`src/core/ridethru_stall_regs.svh`:
```
// Register map, reset values and timing constants of the ride-through guard.
// Behaviour
// RULE1: Disabled mode: fault 15 ms after loss, no restart.
// RULE2: Disabled mode: restart needs run withdrawn, fault reset.
// RULE3: Timed mode: power back in time restarts cleanly.
// RULE4: Ride-through time spans 0.0 to 25.5 s.
// RULE5: Show undervoltage alarm while power is lost.
// RULE6: Control-power mode ignores time, restarts while powered.
// RULE7: Controller holds run command through power loss.
// RULE8: Baseblock 0.1 to 5.0 s before speed search.
// RULE9: Same baseblock before DC injection braking stop.
// RULE10: Search ramps voltage zero to maximum, 0-5 s.
// RULE11: Bus compared against 150-210 V, default 190.
// RULE12: Accel stall selector: off, general, intelligent.
// RULE13: Accel stall level 0-200 percent, default 120.
// RULE14: General accel stall holds speed above level.
// RULE15: Stretch acceleration within 15 percent of level.
// RULE16: Intelligent accel: fastest rate under current level.
// RULE17: No accel stall prevention below 6 Hz.
// RULE18: Decel selector: off, general, intelligent, resistor.
// RULE19: General decel stall holds speed above bus level.
// RULE20: Decel bus level 380, 760 or 660 V.
// RULE21: Intelligent decel: fastest rate under bus level.
// RULE22: Run stall selector: off, decel one, decel two.
// RULE23: Over run level 100 ms decelerates, 2 percent hysteresis.
// RULE24: Ride-through selector off, timed, control power; default 2.
// RULE25: Comparisons evaluated on each periodic sample.
// RULE26: Settings take effect only at power-up.
`ifndef RIDETHRU_STALL_REGS_SVH
`define RIDETHRU_STALL_REGS_SVH
`define REG_RIDETHRU   8'h00
`define REG_TIMES      8'h04
`define REG_LEVELS     8'h08
`define REG_STALL      8'h0c
`define REG_CTRL       8'h10
`define REG_STATUS     8'h14
`define RT_SEL_DEF     2'h2
`define RT_TIME_DEF    8'h14
`define BB_DEF         8'h05
`define BB_MIN         8'h01
`define BB_MAX         8'h32
`define RAMP_DEF       8'h03
`define RAMP_MAX       8'h32
`define UV_LVL_DEF     8'hbe
`define UV_LVL_MIN     8'h96
`define UV_LVL_MAX     8'hd2
`define VIN_DEF        10'h190
`define ACC_SEL_DEF    2'h1
`define ACC_LVL_DEF    8'h78
`define STALL_LVL_MAX  8'hc8
`define DEC_SEL_DEF    2'h1
`define RUN_SEL_DEF    2'h1
`define RUN_LVL_DEF    8'h78
`define RUN_LVL_MIN    8'h1e
`define DEC_LVL_240    10'h17c
`define DEC_LVL_480_HI 10'h2f8
`define DEC_LVL_480_LO 10'h294
`define VIN_SPLIT      10'h190
`define ACC_MIN_FREQ   12'h03c
`define ACC_BAND       8'h0f
`define RUN_HYST       8'h02
`define RAMP_FULL      7'h64
`define CLK_HZ         20000000
`define TICK_MS        1
`define MS_TICK_CYC    (`CLK_HZ / 1000 * `TICK_MS)
`define UV_FAULT_MS    15
`define RUN_STALL_MS   100
`define MS_PER_DS      7'h64
`endif

```
`src/core/ridethru_stall_pkg.sv`:
```
// Types shared by the ride-through and stall guard.
package ridethru_stall_pkg;
  typedef enum logic [2:0] {
    st_run    = 3'h0,
    st_lost   = 3'h1,
    st_block  = 3'h3,
    st_search = 3'h2,
    st_fault  = 3'h6
  } pl_state_t;
  typedef struct packed {
    logic [9:0]  dc_bus_v;
    logic [7:0]  out_current_pct;
    logic [11:0] out_freq_dhz;
  } sample_t;
  typedef struct packed {
    logic [1:0] ridethru_select;
    logic [7:0] ridethru_time;
    logic [7:0] min_baseblock_time;
    logic [7:0] voltage_recovery_ramp_time;
    logic [7:0] undervoltage_level;
    logic [9:0] input_voltage_setting;
    logic       unit_480v;
    logic [1:0] accel_stall_select;
    logic [7:0] accel_stall_level;
    logic [1:0] decel_stall_select;
    logic [1:0] run_stall_select;
    logic [7:0] run_stall_level;
  } cfg_t;
endpackage : ridethru_stall_pkg

```
`src/core/power_loss_ridethru_stall_guard.sv`:
```
// Power-loss ride-through sequencer and stall prevention with APB settings.
`timescale 1ns/10ps
`default_nettype none
`include "ridethru_stall_regs.svh"
module power_loss_ridethru_stall_guard #(
  parameter int unsigned MS_CYC = `MS_TICK_CYC
) (
  input  wire logic                        pclk,
  input  wire logic                        presetn,
  input  wire logic                        psel,
  input  wire logic                        penable,
  input  wire logic                        pwrite,
  input  wire logic [7:0]                  paddr,
  input  wire logic [31:0]                 pwdata,
  output logic [31:0]                      prdata,
  output logic                             pready,
  output logic                             pslverr,
  input  wire logic                        sample_valid,
  input  wire ridethru_stall_pkg::sample_t sample,
  input  wire logic                        run_cmd_pin,
  input  wire logic                        ctrl_power_ok_pin,
  input  wire logic                        accel_active,
  input  wire logic                        decel_active,
  input  wire logic                        const_speed,
  input  wire logic                        dcinj_stop_req,
  output logic                             undervoltage_alarm,
  output logic                             undervoltage_fault,
  output logic                             output_blocked,
  output logic                             speed_search,
  output logic [6:0]                       volt_ramp_pct,
  output logic                             accel_hold,
  output logic                             accel_stretch,
  output logic                             accel_fast,
  output logic                             decel_hold,
  output logic                             decel_fast,
  output logic                             run_stall_decel,
  output logic                             run_stall_use_decel_two,
  output logic                             dcinj_block,
  output logic                             dcinj_start
);
  import ridethru_stall_pkg::*;

  localparam cfg_t CFG_DEF = '{
    ridethru_select:            `RT_SEL_DEF,
    ridethru_time:              `RT_TIME_DEF,
    min_baseblock_time:         `BB_DEF,
    voltage_recovery_ramp_time: `RAMP_DEF,
    undervoltage_level:         `UV_LVL_DEF,
    input_voltage_setting:      `VIN_DEF,
    unit_480v:                  1'b0,
    accel_stall_select:         `ACC_SEL_DEF,
    accel_stall_level:          `ACC_LVL_DEF,
    decel_stall_select:         `DEC_SEL_DEF,
    run_stall_select:           `RUN_SEL_DEF,
    run_stall_level:            `RUN_LVL_DEF
  };

  // Limits a written setting to its legal range.
  function automatic logic [7:0] clamp8(input logic [7:0] v,
                                        input logic [7:0] lo,
                                        input logic [7:0] hi);
    clamp8 = (v < lo) ? lo : ((v > hi) ? hi : v);
  endfunction : clamp8

  // True when a percent value plus an offset reaches a level.
  function automatic logic near_lvl(input logic [7:0] a,
                                    input logic [7:0] lvl,
                                    input logic [7:0] off);
    near_lvl = ({1'b0, a} + {1'b0, off}) >= {1'b0, lvl};
  endfunction : near_lvl

  // Tells whether an address hits a register.
  function automatic logic mapped(input logic [7:0] a);
    mapped = (a == `REG_RIDETHRU) || (a == `REG_TIMES) ||
             (a == `REG_LEVELS) || (a == `REG_STALL) ||
             (a == `REG_CTRL) || (a == `REG_STATUS);
  endfunction : mapped

  logic [1:0]  s1_ff, s2_ff, s3_ff, pin_ff;
  logic        ctrl_ok_d_ff;
  cfg_t        pend_ff, act_ff;
  logic [31:0] prdata_ff;
  logic        fault_clr_ff;
  sample_t     smp_ff;
  logic        uv_ff;
  logic [14:0] tick_cnt_ff;
  logic        tick;
  pl_state_t   state_ff, nxt_state;
  logic [14:0] tmr_ms_ff;
  logic [7:0]  ramp_div_ff;
  logic [6:0]  volt_ff;
  logic [14:0] rt_lim, bb_lim;
  logic        run_cmd, ctrl_ok;
  logic        acc_en, acc_over, dec_over;
  logic [9:0]  dec_lvl;
  logic [6:0]  run_ms_ff;
  logic        run_over;
  logic [14:0] dc_ms_ff;
  logic        acc_hold_ff, acc_str_ff, acc_fast_ff;
  logic        dec_hold_ff, dec_fast_ff, run_stall_ff, dc_blk_ff, dc_go_ff;
  logic        setup, access;
  logic [31:0] rd_word;

  // Three-stage pin synchronisers; a level counts once stages two and
  // three agree, which also rejects a single-cycle glitch.
  always_ff @(posedge pclk or negedge presetn) begin
    if (!presetn) begin
      s1_ff  <= 2'h0;
      s2_ff  <= 2'h0;
      s3_ff  <= 2'h0;
      pin_ff <= 2'h0;
    end else begin
      s1_ff <= {ctrl_power_ok_pin, run_cmd_pin};
      s2_ff <= s1_ff;
      s3_ff <= s2_ff;
      for (int i = 0; i < 2; i++) begin
        if (s2_ff[i] == s3_ff[i]) begin
          pin_ff[i] <= s3_ff[i];
        end
      end
    end
  end
  assign run_cmd = pin_ff[0];
  assign ctrl_ok = pin_ff[1];

  // APB handshake: zero wait states, error on unmapped addresses.
  assign setup   = psel & ~penable;
  assign access  = psel & penable;
  assign pready  = 1'b1;
  assign pslverr = access & ~mapped(paddr);
  assign prdata  = prdata_ff;

  // Pending settings written by software; clamped into range.
  always_ff @(posedge pclk or negedge presetn) begin
    if (!presetn) begin
      pend_ff      <= CFG_DEF;
      fault_clr_ff <= 1'b0;
    end else begin
      fault_clr_ff <= 1'b0;
      if (access && pwrite) begin
        case (paddr)
          `REG_RIDETHRU: begin
            // RULE24 selector encoding
            pend_ff.ridethru_select <=
              2'(clamp8({6'h0, pwdata[1:0]}, 8'h00, 8'h02));
            // RULE4 ride time range
            pend_ff.ridethru_time <= pwdata[15:8];
          end
          `REG_TIMES: begin
            // RULE8 baseblock range
            pend_ff.min_baseblock_time <=
              clamp8(pwdata[7:0], `BB_MIN, `BB_MAX);
            // RULE10 ramp time range
            pend_ff.voltage_recovery_ramp_time <=
              clamp8(pwdata[15:8], 8'h00, `RAMP_MAX);
          end
          `REG_LEVELS: begin
            // RULE11 undervoltage level range
            pend_ff.undervoltage_level <=
              clamp8(pwdata[7:0], `UV_LVL_MIN, `UV_LVL_MAX);
            pend_ff.input_voltage_setting <= pwdata[17:8];
            pend_ff.unit_480v             <= pwdata[24];
          end
          `REG_STALL: begin
            // RULE12 accel selector
            pend_ff.accel_stall_select <=
              2'(clamp8({6'h0, pwdata[1:0]}, 8'h00, 8'h02));
            // RULE18 decel selector
            pend_ff.decel_stall_select <= pwdata[3:2];
            // RULE22 run selector
            pend_ff.run_stall_select <=
              2'(clamp8({6'h0, pwdata[5:4]}, 8'h00, 8'h02));
            // RULE13 accel level range
            pend_ff.accel_stall_level <=
              clamp8(pwdata[15:8], 8'h00, `STALL_LVL_MAX);
            pend_ff.run_stall_level <=
              clamp8(pwdata[23:16], `RUN_LVL_MIN, `STALL_LVL_MAX);
          end
          `REG_CTRL: fault_clr_ff <= pwdata[0];
          default: ;
        endcase
      end
    end
  end

  // Read mux; status shows the live sequencer and stall state.
  always_comb begin
    rd_word = 32'h0;
    case (paddr)
      `REG_RIDETHRU: rd_word = {16'h0, pend_ff.ridethru_time,
                                6'h0, pend_ff.ridethru_select};
      `REG_TIMES:    rd_word = {16'h0, pend_ff.voltage_recovery_ramp_time,
                                pend_ff.min_baseblock_time};
      `REG_LEVELS:   rd_word = {7'h0, pend_ff.unit_480v, 6'h0,
                                pend_ff.input_voltage_setting,
                                pend_ff.undervoltage_level};
      `REG_STALL:    rd_word = {8'h0, pend_ff.run_stall_level,
                                pend_ff.accel_stall_level, 2'h0,
                                pend_ff.run_stall_select,
                                pend_ff.decel_stall_select,
                                pend_ff.accel_stall_select};
      `REG_STATUS:   rd_word = {12'h0, act_ff.ridethru_select, ctrl_ok,
                                run_cmd, volt_ff, run_stall_ff,
                                dec_hold_ff, acc_hold_ff, output_blocked,
                                undervoltage_fault, undervoltage_alarm,
                                state_ff};
      default:       rd_word = 32'h0;
    endcase
  end

  // Read data is captured in the setup cycle and held for the access.
  always_ff @(posedge pclk or negedge presetn) begin
    if (!presetn) begin
      prdata_ff <= 32'h0;
    end else if (setup && !pwrite) begin
      prdata_ff <= rd_word;
    end
  end

  // RULE26 load at power-up
  always_ff @(posedge pclk or negedge presetn) begin
    if (!presetn) begin
      act_ff       <= CFG_DEF;
      ctrl_ok_d_ff <= 1'b0;
    end else begin
      ctrl_ok_d_ff <= ctrl_ok;
      if (ctrl_ok && !ctrl_ok_d_ff) begin
        act_ff <= pend_ff;
      end
    end
  end

  // RULE25 latch each sample
  always_ff @(posedge pclk or negedge presetn) begin
    if (!presetn) begin
      smp_ff <= '0;
      uv_ff  <= 1'b0;
    end else if (sample_valid) begin
      smp_ff <= sample;
      // RULE11 bus against level
      uv_ff  <= sample.dc_bus_v < {2'h0, act_ff.undervoltage_level};
    end
  end

  // Millisecond tick that paces every timer of the block.
  always_ff @(posedge pclk or negedge presetn) begin
    if (!presetn) begin
      tick_cnt_ff <= 15'h0;
    end else if (tick) begin
      tick_cnt_ff <= 15'h0;
    end else begin
      tick_cnt_ff <= tick_cnt_ff + 15'h1;
    end
  end
  assign tick = (tick_cnt_ff == 15'(MS_CYC - 1));

  assign rt_lim = 15'(act_ff.ridethru_time) * 15'(`MS_PER_DS);
  assign bb_lim = 15'(act_ff.min_baseblock_time) * 15'(`MS_PER_DS);

  // Power-loss sequencer next state.
  always_comb begin
    nxt_state = state_ff;
    case (state_ff)
      st_run: begin
        if (uv_ff) begin
          nxt_state = st_lost;
        end
      end
      st_lost: begin
        if (!ctrl_ok) begin
          nxt_state = st_fault;
        end else begin
          case (act_ff.ridethru_select)
            2'h0: begin
              // RULE1 fault after 15 ms
              if (tmr_ms_ff >= 15'(`UV_FAULT_MS / `TICK_MS)) begin
                nxt_state = st_fault;
              end else if (!uv_ff) begin
                nxt_state = st_run;
              end
            end
            2'h1: begin
              // RULE3 timed ride-through
              if (tmr_ms_ff >= rt_lim) begin
                nxt_state = st_fault;
              end else if (!uv_ff) begin
                // RULE7 run held through loss
                nxt_state = run_cmd ? st_block : st_run;
              end
            end
            default: begin
              // RULE6 ride while powered
              if (!uv_ff) begin
                nxt_state = run_cmd ? st_block : st_run;
              end
            end
          endcase
        end
      end
      st_block: begin
        // RULE8 baseblock before search
        if (uv_ff) begin
          nxt_state = st_lost;
        end else if (tmr_ms_ff >= bb_lim) begin
          nxt_state = st_search;
        end
      end
      st_search: begin
        if (uv_ff) begin
          nxt_state = st_lost;
        end else if (volt_ff == `RAMP_FULL) begin
          nxt_state = st_run;
        end
      end
      st_fault: begin
        // RULE2 restart needs reset, no run
        if (fault_clr_ff && !run_cmd) begin
          nxt_state = st_run;
        end
      end
      default: nxt_state = st_run;
    endcase
  end

  // State register and the millisecond timer that restarts per state.
  always_ff @(posedge pclk or negedge presetn) begin
    if (!presetn) begin
      state_ff  <= st_run;
      tmr_ms_ff <= 15'h0;
    end else begin
      state_ff <= nxt_state;
      if (nxt_state != state_ff) begin
        tmr_ms_ff <= 15'h0;
      end else if (tick && tmr_ms_ff != 15'h7fff) begin
        tmr_ms_ff <= tmr_ms_ff + 15'h1;
      end
    end
  end

  // RULE10 voltage recovery ramp
  always_ff @(posedge pclk or negedge presetn) begin
    if (!presetn) begin
      volt_ff     <= `RAMP_FULL;
      ramp_div_ff <= 8'h0;
    end else if (state_ff == st_run) begin
      volt_ff     <= `RAMP_FULL;
      ramp_div_ff <= 8'h0;
    end else if (state_ff != st_search) begin
      volt_ff     <= 7'h0;
      ramp_div_ff <= 8'h0;
    end else if (act_ff.voltage_recovery_ramp_time == 8'h0) begin
      volt_ff <= `RAMP_FULL;
    end else if (tick && volt_ff != `RAMP_FULL) begin
      if (ramp_div_ff + 8'h1 >= act_ff.voltage_recovery_ramp_time) begin
        ramp_div_ff <= 8'h0;
        volt_ff     <= volt_ff + 7'h1;
      end else begin
        ramp_div_ff <= ramp_div_ff + 8'h1;
      end
    end
  end

  // RULE5 alarm while lost
  assign undervoltage_alarm = (state_ff == st_lost);
  assign undervoltage_fault = (state_ff == st_fault);
  assign output_blocked     = (state_ff != st_run) &&
                              (state_ff != st_search) || dc_blk_ff;
  assign speed_search       = (state_ff == st_search);
  assign volt_ramp_pct      = volt_ff;

  // Stall comparisons on the held sample.
  // RULE17 no accel stall under 6 Hz
  assign acc_en   = accel_active && (act_ff.accel_stall_select != 2'h0) &&
                    (smp_ff.out_freq_dhz >= `ACC_MIN_FREQ);
  assign acc_over = smp_ff.out_current_pct > act_ff.accel_stall_level;
  // RULE20 decel bus level
  assign dec_lvl  = !act_ff.unit_480v ? `DEC_LVL_240 :
                    (act_ff.input_voltage_setting >= `VIN_SPLIT) ?
                    `DEC_LVL_480_HI : `DEC_LVL_480_LO;
  assign dec_over = smp_ff.dc_bus_v > dec_lvl;
  assign run_over = smp_ff.out_current_pct > act_ff.run_stall_level;

  // Acceleration and deceleration stall outputs.
  always_ff @(posedge pclk or negedge presetn) begin
    if (!presetn) begin
      acc_hold_ff <= 1'b0;
      acc_str_ff  <= 1'b0;
      acc_fast_ff <= 1'b0;
      dec_hold_ff <= 1'b0;
      dec_fast_ff <= 1'b0;
    end else begin
      // RULE14 hold above level
      acc_hold_ff <= acc_en && acc_over;
      // RULE15 stretch in band
      acc_str_ff  <= acc_en && !acc_over &&
                     (act_ff.accel_stall_select == 2'h1) &&
                     near_lvl(smp_ff.out_current_pct,
                              act_ff.accel_stall_level, `ACC_BAND);
      // RULE16 intelligent accel
      acc_fast_ff <= acc_en && !acc_over &&
                     (act_ff.accel_stall_select == 2'h2);
      // RULE19 hold above bus level
      dec_hold_ff <= decel_active && dec_over &&
                     (act_ff.decel_stall_select != 2'h0);
      // RULE21 intelligent decel
      dec_fast_ff <= decel_active && !dec_over &&
                     (act_ff.decel_stall_select == 2'h2);
    end
  end

  // RULE23 run stall timing
  always_ff @(posedge pclk or negedge presetn) begin
    if (!presetn) begin
      run_ms_ff    <= 7'h0;
      run_stall_ff <= 1'b0;
    end else if (act_ff.run_stall_select == 2'h0) begin
      run_ms_ff    <= 7'h0;
      run_stall_ff <= 1'b0;
    end else if (run_stall_ff) begin
      run_ms_ff <= 7'h0;
      if (!near_lvl(smp_ff.out_current_pct, act_ff.run_stall_level,
                    `RUN_HYST)) begin
        run_stall_ff <= 1'b0;
      end
    end else if (!(const_speed && run_over)) begin
      run_ms_ff <= 7'h0;
    end else if (run_ms_ff > 7'(`RUN_STALL_MS)) begin
      run_stall_ff <= 1'b1;
    end else if (tick) begin
      run_ms_ff <= run_ms_ff + 7'h1;
    end
  end
  assign run_stall_decel         = run_stall_ff;
  // RULE22 choose decel time
  assign run_stall_use_decel_two = (act_ff.run_stall_select == 2'h2);

  // RULE9 baseblock before injection
  always_ff @(posedge pclk or negedge presetn) begin
    if (!presetn) begin
      dc_blk_ff <= 1'b0;
      dc_go_ff  <= 1'b0;
      dc_ms_ff  <= 15'h0;
    end else begin
      dc_go_ff <= 1'b0;
      if (dcinj_stop_req && !dc_blk_ff) begin
        dc_blk_ff <= 1'b1;
        dc_ms_ff  <= 15'h0;
      end else if (dc_blk_ff && dc_ms_ff >= bb_lim) begin
        dc_blk_ff <= 1'b0;
        dc_go_ff  <= 1'b1;
      end else if (dc_blk_ff && tick) begin
        dc_ms_ff <= dc_ms_ff + 15'h1;
      end
    end
  end

  assign accel_hold    = acc_hold_ff;
  assign accel_stretch = acc_str_ff;
  assign accel_fast    = acc_fast_ff;
  assign decel_hold    = dec_hold_ff;
  assign decel_fast    = dec_fast_ff;
  assign dcinj_block   = dc_blk_ff;
  assign dcinj_start   = dc_go_ff;
endmodule : power_loss_ridethru_stall_guard
`default_nettype wire

```
`config.mk`:
```
export PLATFORM = sky130hd
export DESIGN_NAME = power_loss_ridethru_stall_guard
export DESIGN_NICKNAME = d
export VERILOG_FILES = /design/src/core/ridethru_stall_pkg.sv /design/src/core/power_loss_ridethru_stall_guard.sv
export VERILOG_INCLUDE_DIRS = /design/src /design/src/core
export SDC_FILE = /design/constraint.sdc
export NUM_CORES = 1
export LEC_CHECK = 0
export BUFFER_PORTS_ARGS = -buffer_cell sky130_fd_sc_hd__buf_2
export CAP_MARGIN = 40
export CORE_MARGIN = 5
export CORE_UTILIZATION = 45
export DETAILED_ROUTE_END_ITERATION = 12
export PLACE_DENSITY_LB_ADDON = 0.12
export SYNTH_ARGS = -nofsm -noshare
export SYNTH_HDL_FRONTEND = slang
export SYNTH_SLANG_ARGS = --single-unit
```
`constraint.sdc`:
```
create_clock -name pclk -period 5.7 [get_ports pclk]
set_input_delay 1.14 -clock pclk [delete_from_list [all_inputs] [get_ports pclk]]
set_output_delay 1.14 -clock pclk [all_outputs]
set_load 0.02 [all_outputs]
```
After elaboration in Yosys (flattened, before gate mapping)
Index checks and enable logic that the tools add are counted.

cells by class
  div/mod/pow operators = 0
  add/subtract/negate cells = 8
  equality and inequality tests = 26
  mux-type cells = 61
  multiply operators = 2
  bitwise operators = 5
  order comparisons = 25
  reduce and logical (&&, ||, !) cells = 56
  shift-type cells = 0

operators by type and width
  operator                                                       count
  one-hot mux 25 bit (5 select lines)                            1
  2-to-1 mux 8 bit                                               15
  2-to-1 mux 15 bit                                              6
  2-to-1 mux 7 bit                                               11
  adder 15 x 1 -> 15 bit, second input constant                  3
  >= comparator 15 bit                                           3
  2-to-1 mux 3 bit                                               11
  multiplier 8 x 5 -> 13 bit, second input constant              2
  greater-than comparator 8 bit, second input constant           3
  logical AND 1 bit                                              22
  >= comparator 9 x 8 -> 1 bit                                   2
  equality test 8 x 4 -> 1 bit, second input constant            2
  equality test 8 x 5 -> 1 bit, second input constant            2
  greater-than comparator 8 x 6 -> 1 bit, second input constant  2
  greater-than comparator 8 bit                                  2
  zero test 8 bit                                                2
  less-than comparator 8 x 1 -> 1 bit, second input constant     2
  AND reduction 2 bit                                            8
  equality test 15 bit, second input constant                    1
  >= comparator 15 x 4 -> 1 bit, second input constant           1
  != test 15 bit, second input constant                          1
  one-hot mux 3 bit (5 select lines)                             1
  adder 7 x 1 -> 7 bit, second input constant                    2
  >= comparator 12 x 6 -> 1 bit, second input constant           1
  38 further kinds                                               77

storage, ports and cells
  input port bits = 82
  logic and storage cells = 234
  ROM bits = 0
  memories = 0
  latch bits = 0
  bits in writable memories = 0
  output and inout port bits = 54
  flip-flop bits (word level) = 285

Longest topological paths before layout
Gate-level depths: netlist of run 1.

  depth in word-level cells = 8
  gate-level depth with buffers = 21
  depth with buffers taken out = 20

Worst setup path after synthesis of run 1
No wires, ideal clock.

  kind = flip-flop to flip-flop
  from = reg act_ff[59] (netlist name)
  to = reg tmr_ms_ff[10]
  period minus slack after synthesis = 4.459 ns
  stages on the path, launching flop included = 21
  path slack = 1.241 ns
  library setup time = 0.132 ns
  arrival time = 4.327 ns
  path buffers = 1
  data required time = 5.568 ns
  cell sequence = dfstp_2 > ha_1 > ha_1 > fa_1 > ha_1 > nor2b_1 > o21ai_0 > nand2b_1 > and2_1 > o21ai_0 > a21oi_1 > xnor2_1 > ha_1 > nand4_1 > nor3_1 > a22oi_1 > o211ai_1 > o22ai_1 > o211ai_1 > clkbuf_1 > nor2_1

on the way
  longest elaborated chain between the ends = 8
  elaborated cells on any way between the ends = 9
  those cells by class = mul (1); order compare (1); eq/ne (1); mux (5); reduce/logical (1)

RTL lines
  item                                                     line                                    source
  start: declaration                                       power_loss_ridethru_stall_guard.sv:81   cfg_t pend_ff, act_ff;
  start signal: assignment                                 power_loss_ridethru_stall_guard.sv:228  act_ff <= pend_ff;
  multiplier 8 x 5 -> 13 bit *                             power_loss_ridethru_stall_guard.sv:257  assign rt_lim = 15'(act_ff.ridethru_time) * 15'(`MS_PER_DS);
  >= comparator 15 bit *                                   power_loss_ridethru_stall_guard.sv:284  if (tmr_ms_ff >= rt_lim) begin
  2-to-1 mux 3 bit *                                       power_loss_ridethru_stall_guard.sv:284
  one-hot mux 3 bit (2 select lines) *                     power_loss_ridethru_stall_guard.sv:273  case (act_ff.ridethru_select)
  2-to-1 mux 3 bit *                                       power_loss_ridethru_stall_guard.sv:270  if (!ctrl_ok) begin
  one-hot mux 3 bit (5 select lines) *                     power_loss_ridethru_stall_guard.sv:263  case (state_ff)
  != test 3 bit *                                          power_loss_ridethru_stall_guard.sv:332  if (nxt_state != state_ff) begin
  2-to-1 mux 15 bit or nonzero test 2 bit (tied branches)  n/a
  end signal: assignment                                   power_loss_ridethru_stall_guard.sv:335  tmr_ms_ff <= tmr_ms_ff + 15'h1;
  end: declaration                                         power_loss_ridethru_stall_guard.sv:89   logic [14:0] tmr_ms_ff;

Mark *: on every way between the ends. The rest lies on a longest branch, timed or not.
A chain may end at the register's enable or synchronous reset.

Worst setup path in the final report of run 1
  from = reg act_ff[51] (netlist name)
  to = reg dc_ms_ff[11]

on the way
  longest elaborated chain between the ends = 5

RTL lines
  item                           line                                    source
  multiplier 8 x 5 -> 13 bit     power_loss_ridethru_stall_guard.sv:258  assign bb_lim = 15'(act_ff.min_baseblock_time) * 15'(`MS_PER_DS);
  >= comparator 15 bit           power_loss_ridethru_stall_guard.sv:448  end else if (dc_blk_ff && dc_ms_ff >= bb_lim) begin
  logical AND 1 bit              power_loss_ridethru_stall_guard.sv:448
  != test 2 bit (no line)        n/a
  AND reduction 2 bit (no line)  n/a
  end signal: assignment         power_loss_ridethru_stall_guard.sv:452  dc_ms_ff <= dc_ms_ff + 15'h1;
  end: declaration               power_loss_ridethru_stall_guard.sv:98   logic [14:0] dc_ms_ff;

No other way between the ends.

==> results of run 1 <==
==> stage by stage <==
step                      hold slack (ps)  cells  power, µW
final                                 348   2148       4690
after global routing                  365   2145       4910
after CTS                             351   2145       4760
after detailed placement              339   2086       2580
after global placement                337   2082       2560
after floorplan                       331   1556       2380
==> logic make-up after synthesis <==
logic type                 Yosys count
DFF                                272
adders and majority gates          171
and+or+nand+nor                    500
AOI/OAI and AO/OA                  268
xor gates and xnor gates            70
other                                2
buffers and inverters              148
muxes                              119
==> worst max-delay path: stages, from the launching register on <==
cell and delay (ps):
dfstp_2 550, ha_1 230, ha_1 320, fa_1 460
ha_1 350, nor2b_1 150, o21ai_0 210, a21oi_1 110
o21ai_0 220, nand2b_1 100, xnor2_1 330, ha_1 340
a211oi_1 210, o211ai_1 120, o2111ai_1 160, and4b_1 640
nand4_1 180, xor2_1 170, nor2_1 50
==> power groups by stage <==
stage | combinational, µW | sequential [µW] | clock [µW]
floorplan | 310 | 2070 | 0
global placement | 477 | 2090 | 0
detailed placement | 488 | 2090 | 0
CTS | 490 | 2060 | 2210
global route | 551 | 2060 | 2290
finish | 482 | 2060 | 2160
==> synthesized netlist by cell type, types with 8 or more instances <==
master / n
a21oi_1: 51
nand2b_1: 25
ha_1: 163
a21o_1: 22
o2111ai_1: 8
nand2_1: 184
o21ai_0: 87
nor3b_1: 8
nand3_1: 44
nor2b_1: 18
dfrtp_1: 215
o21ai_1: 14
dfstp_2: 57
nor3_1: 28
buf_1: 8
xor2_1: 32
mux2_2: 106
inv_1: 90
and3_1: 13
nor2_1: 100
mux2i_1: 13
a221oi_1: 12
o31ai_1: 12
buf_4: 8
nor4_1: 9
nand4_1: 20
clkbuf_1: 36
and2_1: 10
xnor2_1: 38
==> final cells by class <==
| type | count | area, µm² |
|---|---|---|
| clock inverter | 9 | 101 |
| tap | 455 | 569 |
| clock buffer | 50 | 1010 |
| antenna | 3 | 7.51 |
| inverter | 90 | 338 |
| multi-input combinational | 1136 | 8310 |
| sequential | 272 | 6880 |
| fill | 3186 | 16600 |
| timing repair buffer | 133 | 741 |
==> placed cells by master (no fill, tap or decap), types with 24 or more instances in the layout <==
cell type	synthesis	routed
nand2b_1	25	24
buf_2	3	119
dfrtp_1	215	215
nand3_1	44	44
nand2_1	184	184
xnor2_1	38	38
a21oi_1	51	51
xor2_1	32	32
ha_1	163	163
inv_1	90	90
nor3_1	28	27
o21ai_0	87	87
dfstp_2	57	57
mux2_2	106	106
clkbuf_16	0	35
nor2_1	100	100
==> state kept, by name, indices dropped and copies added (netlist names), 2 cells and up <==
signal	cells
act_ff	63
dc_ms_ff	15
pend_ff	67
pin_ff	2
prdata	25
ramp_div_ff	8
run_ms_ff	7
s1_ff	2
s2_ff	2
s3_ff	2
smp_ff	28
state_ff	3
tick_cnt_ff	15
tmr_ms_ff	15
volt_ramp_pct	7
==> per-layer routing <==
metal  track usage, %  part of all wire, %
met2             30.5                   43
met5                0                0.089
met3             4.93                  6.4
met4             4.65                  2.0
met1             30.1                   48
==> worst max path at each step <==
stage                          to
floorplan           tmr_ms_ff[10]
global placement      dc_ms_ff[9]
detailed placement    dc_ms_ff[9]
CTS                   dc_ms_ff[9]
global route         dc_ms_ff[12]
finish               dc_ms_ff[11]
==> impl_metrics.csv, run 1 <==
group,metric,value,unit
floorplan,die-area,0.0389,mm²
worst_setup_path,cp.required,6090,ps
global_route,grt_max_degree,99,
global_route,grt_usage,20.4,%
clock_network,cts_hold_buf,0,
clock_network,clkTransAtPathRegs,50,ps
synthesis,synth.cell_area,0.0158,mm²
power,combPwrFrac,10.3,%
route,drc,0,
clock_network,cts_buffer_depth,3,
timing,finalCritPeriodShare,88.0,%
timing,finClkSkew,20.4,ps
final_layout,final_nets,1918,
timing,worst_pin_slew,982,ps
floorplan,rows,68,
synthesis,synth.top_cells.by_area,"dfrtp_1 (34%), ha_1 (13%), dfstp_2 (9.5%)",
route,routedWlPerCell,18.3,µm
floorplan,die_x,197,µm
clock_network,cts_setup_buffers,0,
timing,fin_tns_setup,0,ps
clock_network,root_buffer,"clkbuf_16",
timing,final.min_clock_period,5010,ps
power,leakage,0.00866,µW
synthesis,yosys.area.top_type_share,34.1,%
placed_design,gp_congestion,0.821,
worst_setup_path,regToRegSetupSlack,690,ps
synthesis,ys_ff_latch,272,
synthesis,synth_top_family_by_area,"simple AND/OR/NAND/NOR gates",
power,p_int,3510,µW
worst_setup_path,worstReg2RegEnd,"dc_ms_ff[11]",
final_layout,design_area,0.0180,mm²
floorplan,die_height,197,µm
route,first_pass_iters,6,
synthesis,yosysSeqAreaShare,43.6,%
worst_setup_path,path_class,"register to register",
run,maxCapViolations,0,
final_layout,area_delta_synth_final,13.8,%
worst_setup_path,worstPathArrival,5400,ps
worst_setup_path,reg2reg_depth,18,
floorplan,core,0.0345,mm²
global_route,antenna_found_initial,5,
timing,layout_setup_ws,686,ps
timing,setup_viol,0,
worst_setup_path,r2r-start,"act_ff[51]",
synthesis,ys_warn_count,0,
synthesis,async_flop_share,100,%
route,via_per_inst,5.46,
floorplan,ioPinCount,136,
min_path,hold_path.class,"register to register",
route,wl,39300,µm
worst_setup_path,cp_max_fo,16,
synthesis,synth_xor_area_share,3.89,%
synthesis,synth_top_area_cell,"dfrtp_1",
synthesis,yosys.area_share.simple,15.5,%
power,p_seq_share,43.8,%
synthesis,ys_types,78,
synthesis,synthAdderAreaFrac,13.8,%
synthesis,syn_inst,1550,
placed_design,place_ws,701,ps
power,p_sw,1190,µW
synthesis,postSynthAreaPerCell,10.2,µm²
clock_network,post_cts_resized,0,
min_path,hp-start,"s1_ff[1]",
synthesis,synth-main-ff-cell,"dfrtp_1",
clock_network,clk_latency,520,ps
global_route,grt-ovfl-total,0,
global_route,grt_pass1_wl,64000,µm
power,ir_drop,0.000234,V
synthesis,muxShareOfSynthArea,8.39,%
route,dr_total_vias,11700,
min_path,whs_path_depth,0,
clock_network,cts_made_buffers,34,
power,powerDensity,261,mW/mm²
worst_setup_path,startpoint,"act_ff[51]",
final_layout,drive_gt1_share,21.8,%
min_path,holdPathEnd,"s2_ff[1]",
worst_setup_path,cp-end-kind,"register",
power,pwr-share-clk,45.9,%
timing,finalMaxSlewViolations,0,
power,swShare,25.3,%
timing,slew_headroom,34.5,%
status,status,"completed",
route,ant_nets,0,
global_route,grt_pass1_vias,11700,
clock_network,htreeDepth,2,
placed_design,placed_cell_area,0.0168,mm²
timing,finalHoldViolations,0,
final_layout,utilization,52.0,%
placed_design,dp_hpwl,29500,µm
placed_design,portBuffers,118,
timing,rsz0062_at_grt,"false",
clock_network,cts_tree,"built",
timing,fmax,199,MHz
clock_network,clkSinkCount,272,
synthesis,synth_compound_area_share,10.9,%
route,first_iter_violations,668,
worst_setup_path,start_kind,"register",
floorplan,start_util,45.7,%
synthesis,synth_edf_count,0,
Note: power is estimated with default switching activity, not from simulation.
==> run 2: changes to the inputs <==
CTS_BUF_LIST = sky130_fd_sc_hd__clkbuf_8 sky130_fd_sc_hd__clkbuf_16   (was default)
==> run 2 against run 1 <==
Final area barely moved. Sequential share of layout area barely moved. Routed wire length barely moved. Register-to-register slack barely moved. Critical path type unchanged.
==> impl_metrics.csv, run 2 (same netlist as run 1, synthesis figures left out) <==
group,metric,value,unit
status,status,"completed",
global_route,antenna_found_initial,5,
final_layout,area_delta_synth_final,13.9,%
worst_setup_path,path_class,"register to register",
global_route,grt-ovfl-total,0,
final_layout,final_cells,2149,
route,dr_total_vias,11700,
clock_network,cts_buffer_depth,3,
route,drc,0,
placed_design,portBuffers,118,
final_layout,mostFrequentLayoutCells,"dfrtp_1 (215), nand2_1 (184), ha_1 (163), buf_2 (119), mux2_2 (106)",
route,first_iter_violations,667,
clock_network,clkTransAtPathRegs,50,ps
clock_network,cts_tree,"built",
floorplan,rows,68,
timing,finalHoldViolations,0,
worst_setup_path,cp_max_fo,16,
route,wl_met3,2560,µm
timing,finClkSkew,18.0,ps
floorplan,start_util,45.7,%
min_path,hold_path.class,"register to register",
final_layout,design_area,0.0180,mm²
global_route,grt_pass1_vias,11700,
final_layout,ff_latch_area,0.00688,mm²
worst_setup_path,cp-end-kind,"register",
final_layout,largest_registers,"pend_ff x67, act_ff x63, smp_ff x28",
route,ant_nets,0,
placed_design,placed_cells,2086,
final_layout,final_nets,1918,
global_route,grt_usage,20.4,%
clock_network,root_buffer,"clkbuf_16",
timing,setup_viol,0,
timing,slew_headroom,34.0,%
global_route,grt_pass1_wl,64000,µm
clock_network,clk_latency,520,ps
timing,worst_pin_slew,989,ps
global_route,grt_max_degree,99,
worst_setup_path,cpPeakStageDelay,640,ps
power,leakage,0.00869,µW
timing,final.min_clock_period,5010,ps
worst_setup_path,path_common_cell,"ha_1",
floorplan,die_x,197,µm
worst_setup_path,start_kind,"register",
timing,finalMaxSlewViolations,0,
power,ir_drop,0.000234,V
route,wl,39300,µm
final_layout,drive_gt1_share,21.8,%
floorplan,core,0.0345,mm²
floorplan,ioPinCount,136,
route,highest-signal-layer,"met5",
floorplan,die_height,197,µm
placed_design,placed_cell_area,0.0168,mm²
power,powerDensity,261,mW/mm²
placed_design,gp_congestion,0.821,
final_layout,num-fill-cells,3185,
worst_setup_path,worstPathArrival,5400,ps
final_layout,multi_input_area,0.00831,mm²
clock_network,cts_made_buffers,34,
final_layout,largest_register_ffs,67,
route,first_pass_iters,5,
worst_setup_path,crit_chain,"ha_1 -> ha_1 -> fa_1 -> ha_1 -> nor2b_1 -> o21ai_0 -> a21oi_1 -> o21ai_0 -> nand2b_1 -> xnor2_1 -> ha_1 -> a211oi_1 -> o211ai_1 -> o2111ai_1 -> and4b_1 -> nand4_1 -> xor2_1 -> nor2_1",
clock_network,cts_hold_buf,0,
run,maxCapViolations,0,
route,wl_met1,18900,µm
route,met2_length,17000,µm
route,via_per_inst,5.47,
worst_setup_path,critPathSlowestCell,"and4b_1",
route,routedWlPerCell,18.3,µm
final_layout,top_register,"pend_ff",
timing,rsz0062_at_grt,"false",
clock_network,cts_setup_buffers,0,
clock_network,post_cts_resized,0,
worst_setup_path,cp.required,6090,ps
clock_network,clkSinkCount,272,
final_layout,final_common_cell,"dfrtp_1",
timing,fmax,199,MHz
floorplan,die-area,0.0389,mm²
timing,fin_tns_setup,0,ps
placed_design,dp_hpwl,29500,µm
clock_network,htreeDepth,2,
timing,finalCritPeriodShare,88.0,%
run 2: changes by cell type in the layout (fill, tap and decap cells not counted):
cell and change:
clkbuf_1 -7, inv_1 +7, diode_2 +1
run 2: path summary, 6_finish.rpt:
kind,from,endpoint,slack [ps],cells past startpoint
min in group asynchronous,presetn,dc_ms_ff[1],600,1
hold / removal,s1_ff[1],s2_ff[1],350,0
max in group asynchronous,presetn,act_ff[59],4100,2
setup / recovery,act_ff[51],dc_ms_ff[11],690,18
setup reg to reg,act_ff[51],dc_ms_ff[11],690,18
hold reg to reg,s1_ff[1],s2_ff[1],350,0
run 2: critical path, delay by kind of cell (launching register included):
kind / cells / cell delay, ps
flip-flops: 1 / 550
XOR/XNOR: 2 / 500
adder cells (fa/ha/maj): 5 / 1700
AND/OR/NAND/NOR: 5 / 1120
AO/OA/AOI/OAI: 6 / 1030
run 2: power breakdown:
part	switching [µW]	internal [µW]
clock network	840	1310
logic	289	193
registers	60.0	2000
run 2: cell type report:
| type | count | area share (%) |
|---|---|---|
| clock buffers | 43 | 5.49 |
| multi-input cells | 1136 | 46.3 |
| flip-flops and latches | 272 | 38.3 |
| well taps | 455 | 3.17 |
| diodes | 4 | 0.0557 |
| inverters | 90 | 1.88 |
| repair buffers | 133 | 4.12 |
| clock inverters | 16 | 0.711 |
run 2: per-stage QoR:
stage / util, % / hold slack (ps) / power, µW / setup slack, ps
6_report: 52.0 / 348 / 4680 / 685
5_1_grt: 52.0 / 365 / 4900 / 274
2_1_floorplan: - / 331 / 2380 / 1240
3_5_place_dp: 48.7 / 339 / 2580 / 701
3_3_place_gp: 48.7 / 337 / 2560 / 798
4_1_cts: 52.0 / 351 / 4750 / 673
run 2: routing by layer:
| metal | vias up | global-route usage [%] |
|---|---|---|
| met4 | 8 | 4.65 |
| met2 | 257 | 30.5 |
| met3 | 64 | 4.93 |
| met5 | - | 0 |
| met1 | 5712 | 30.1 |
| li1 | 5708 | - |
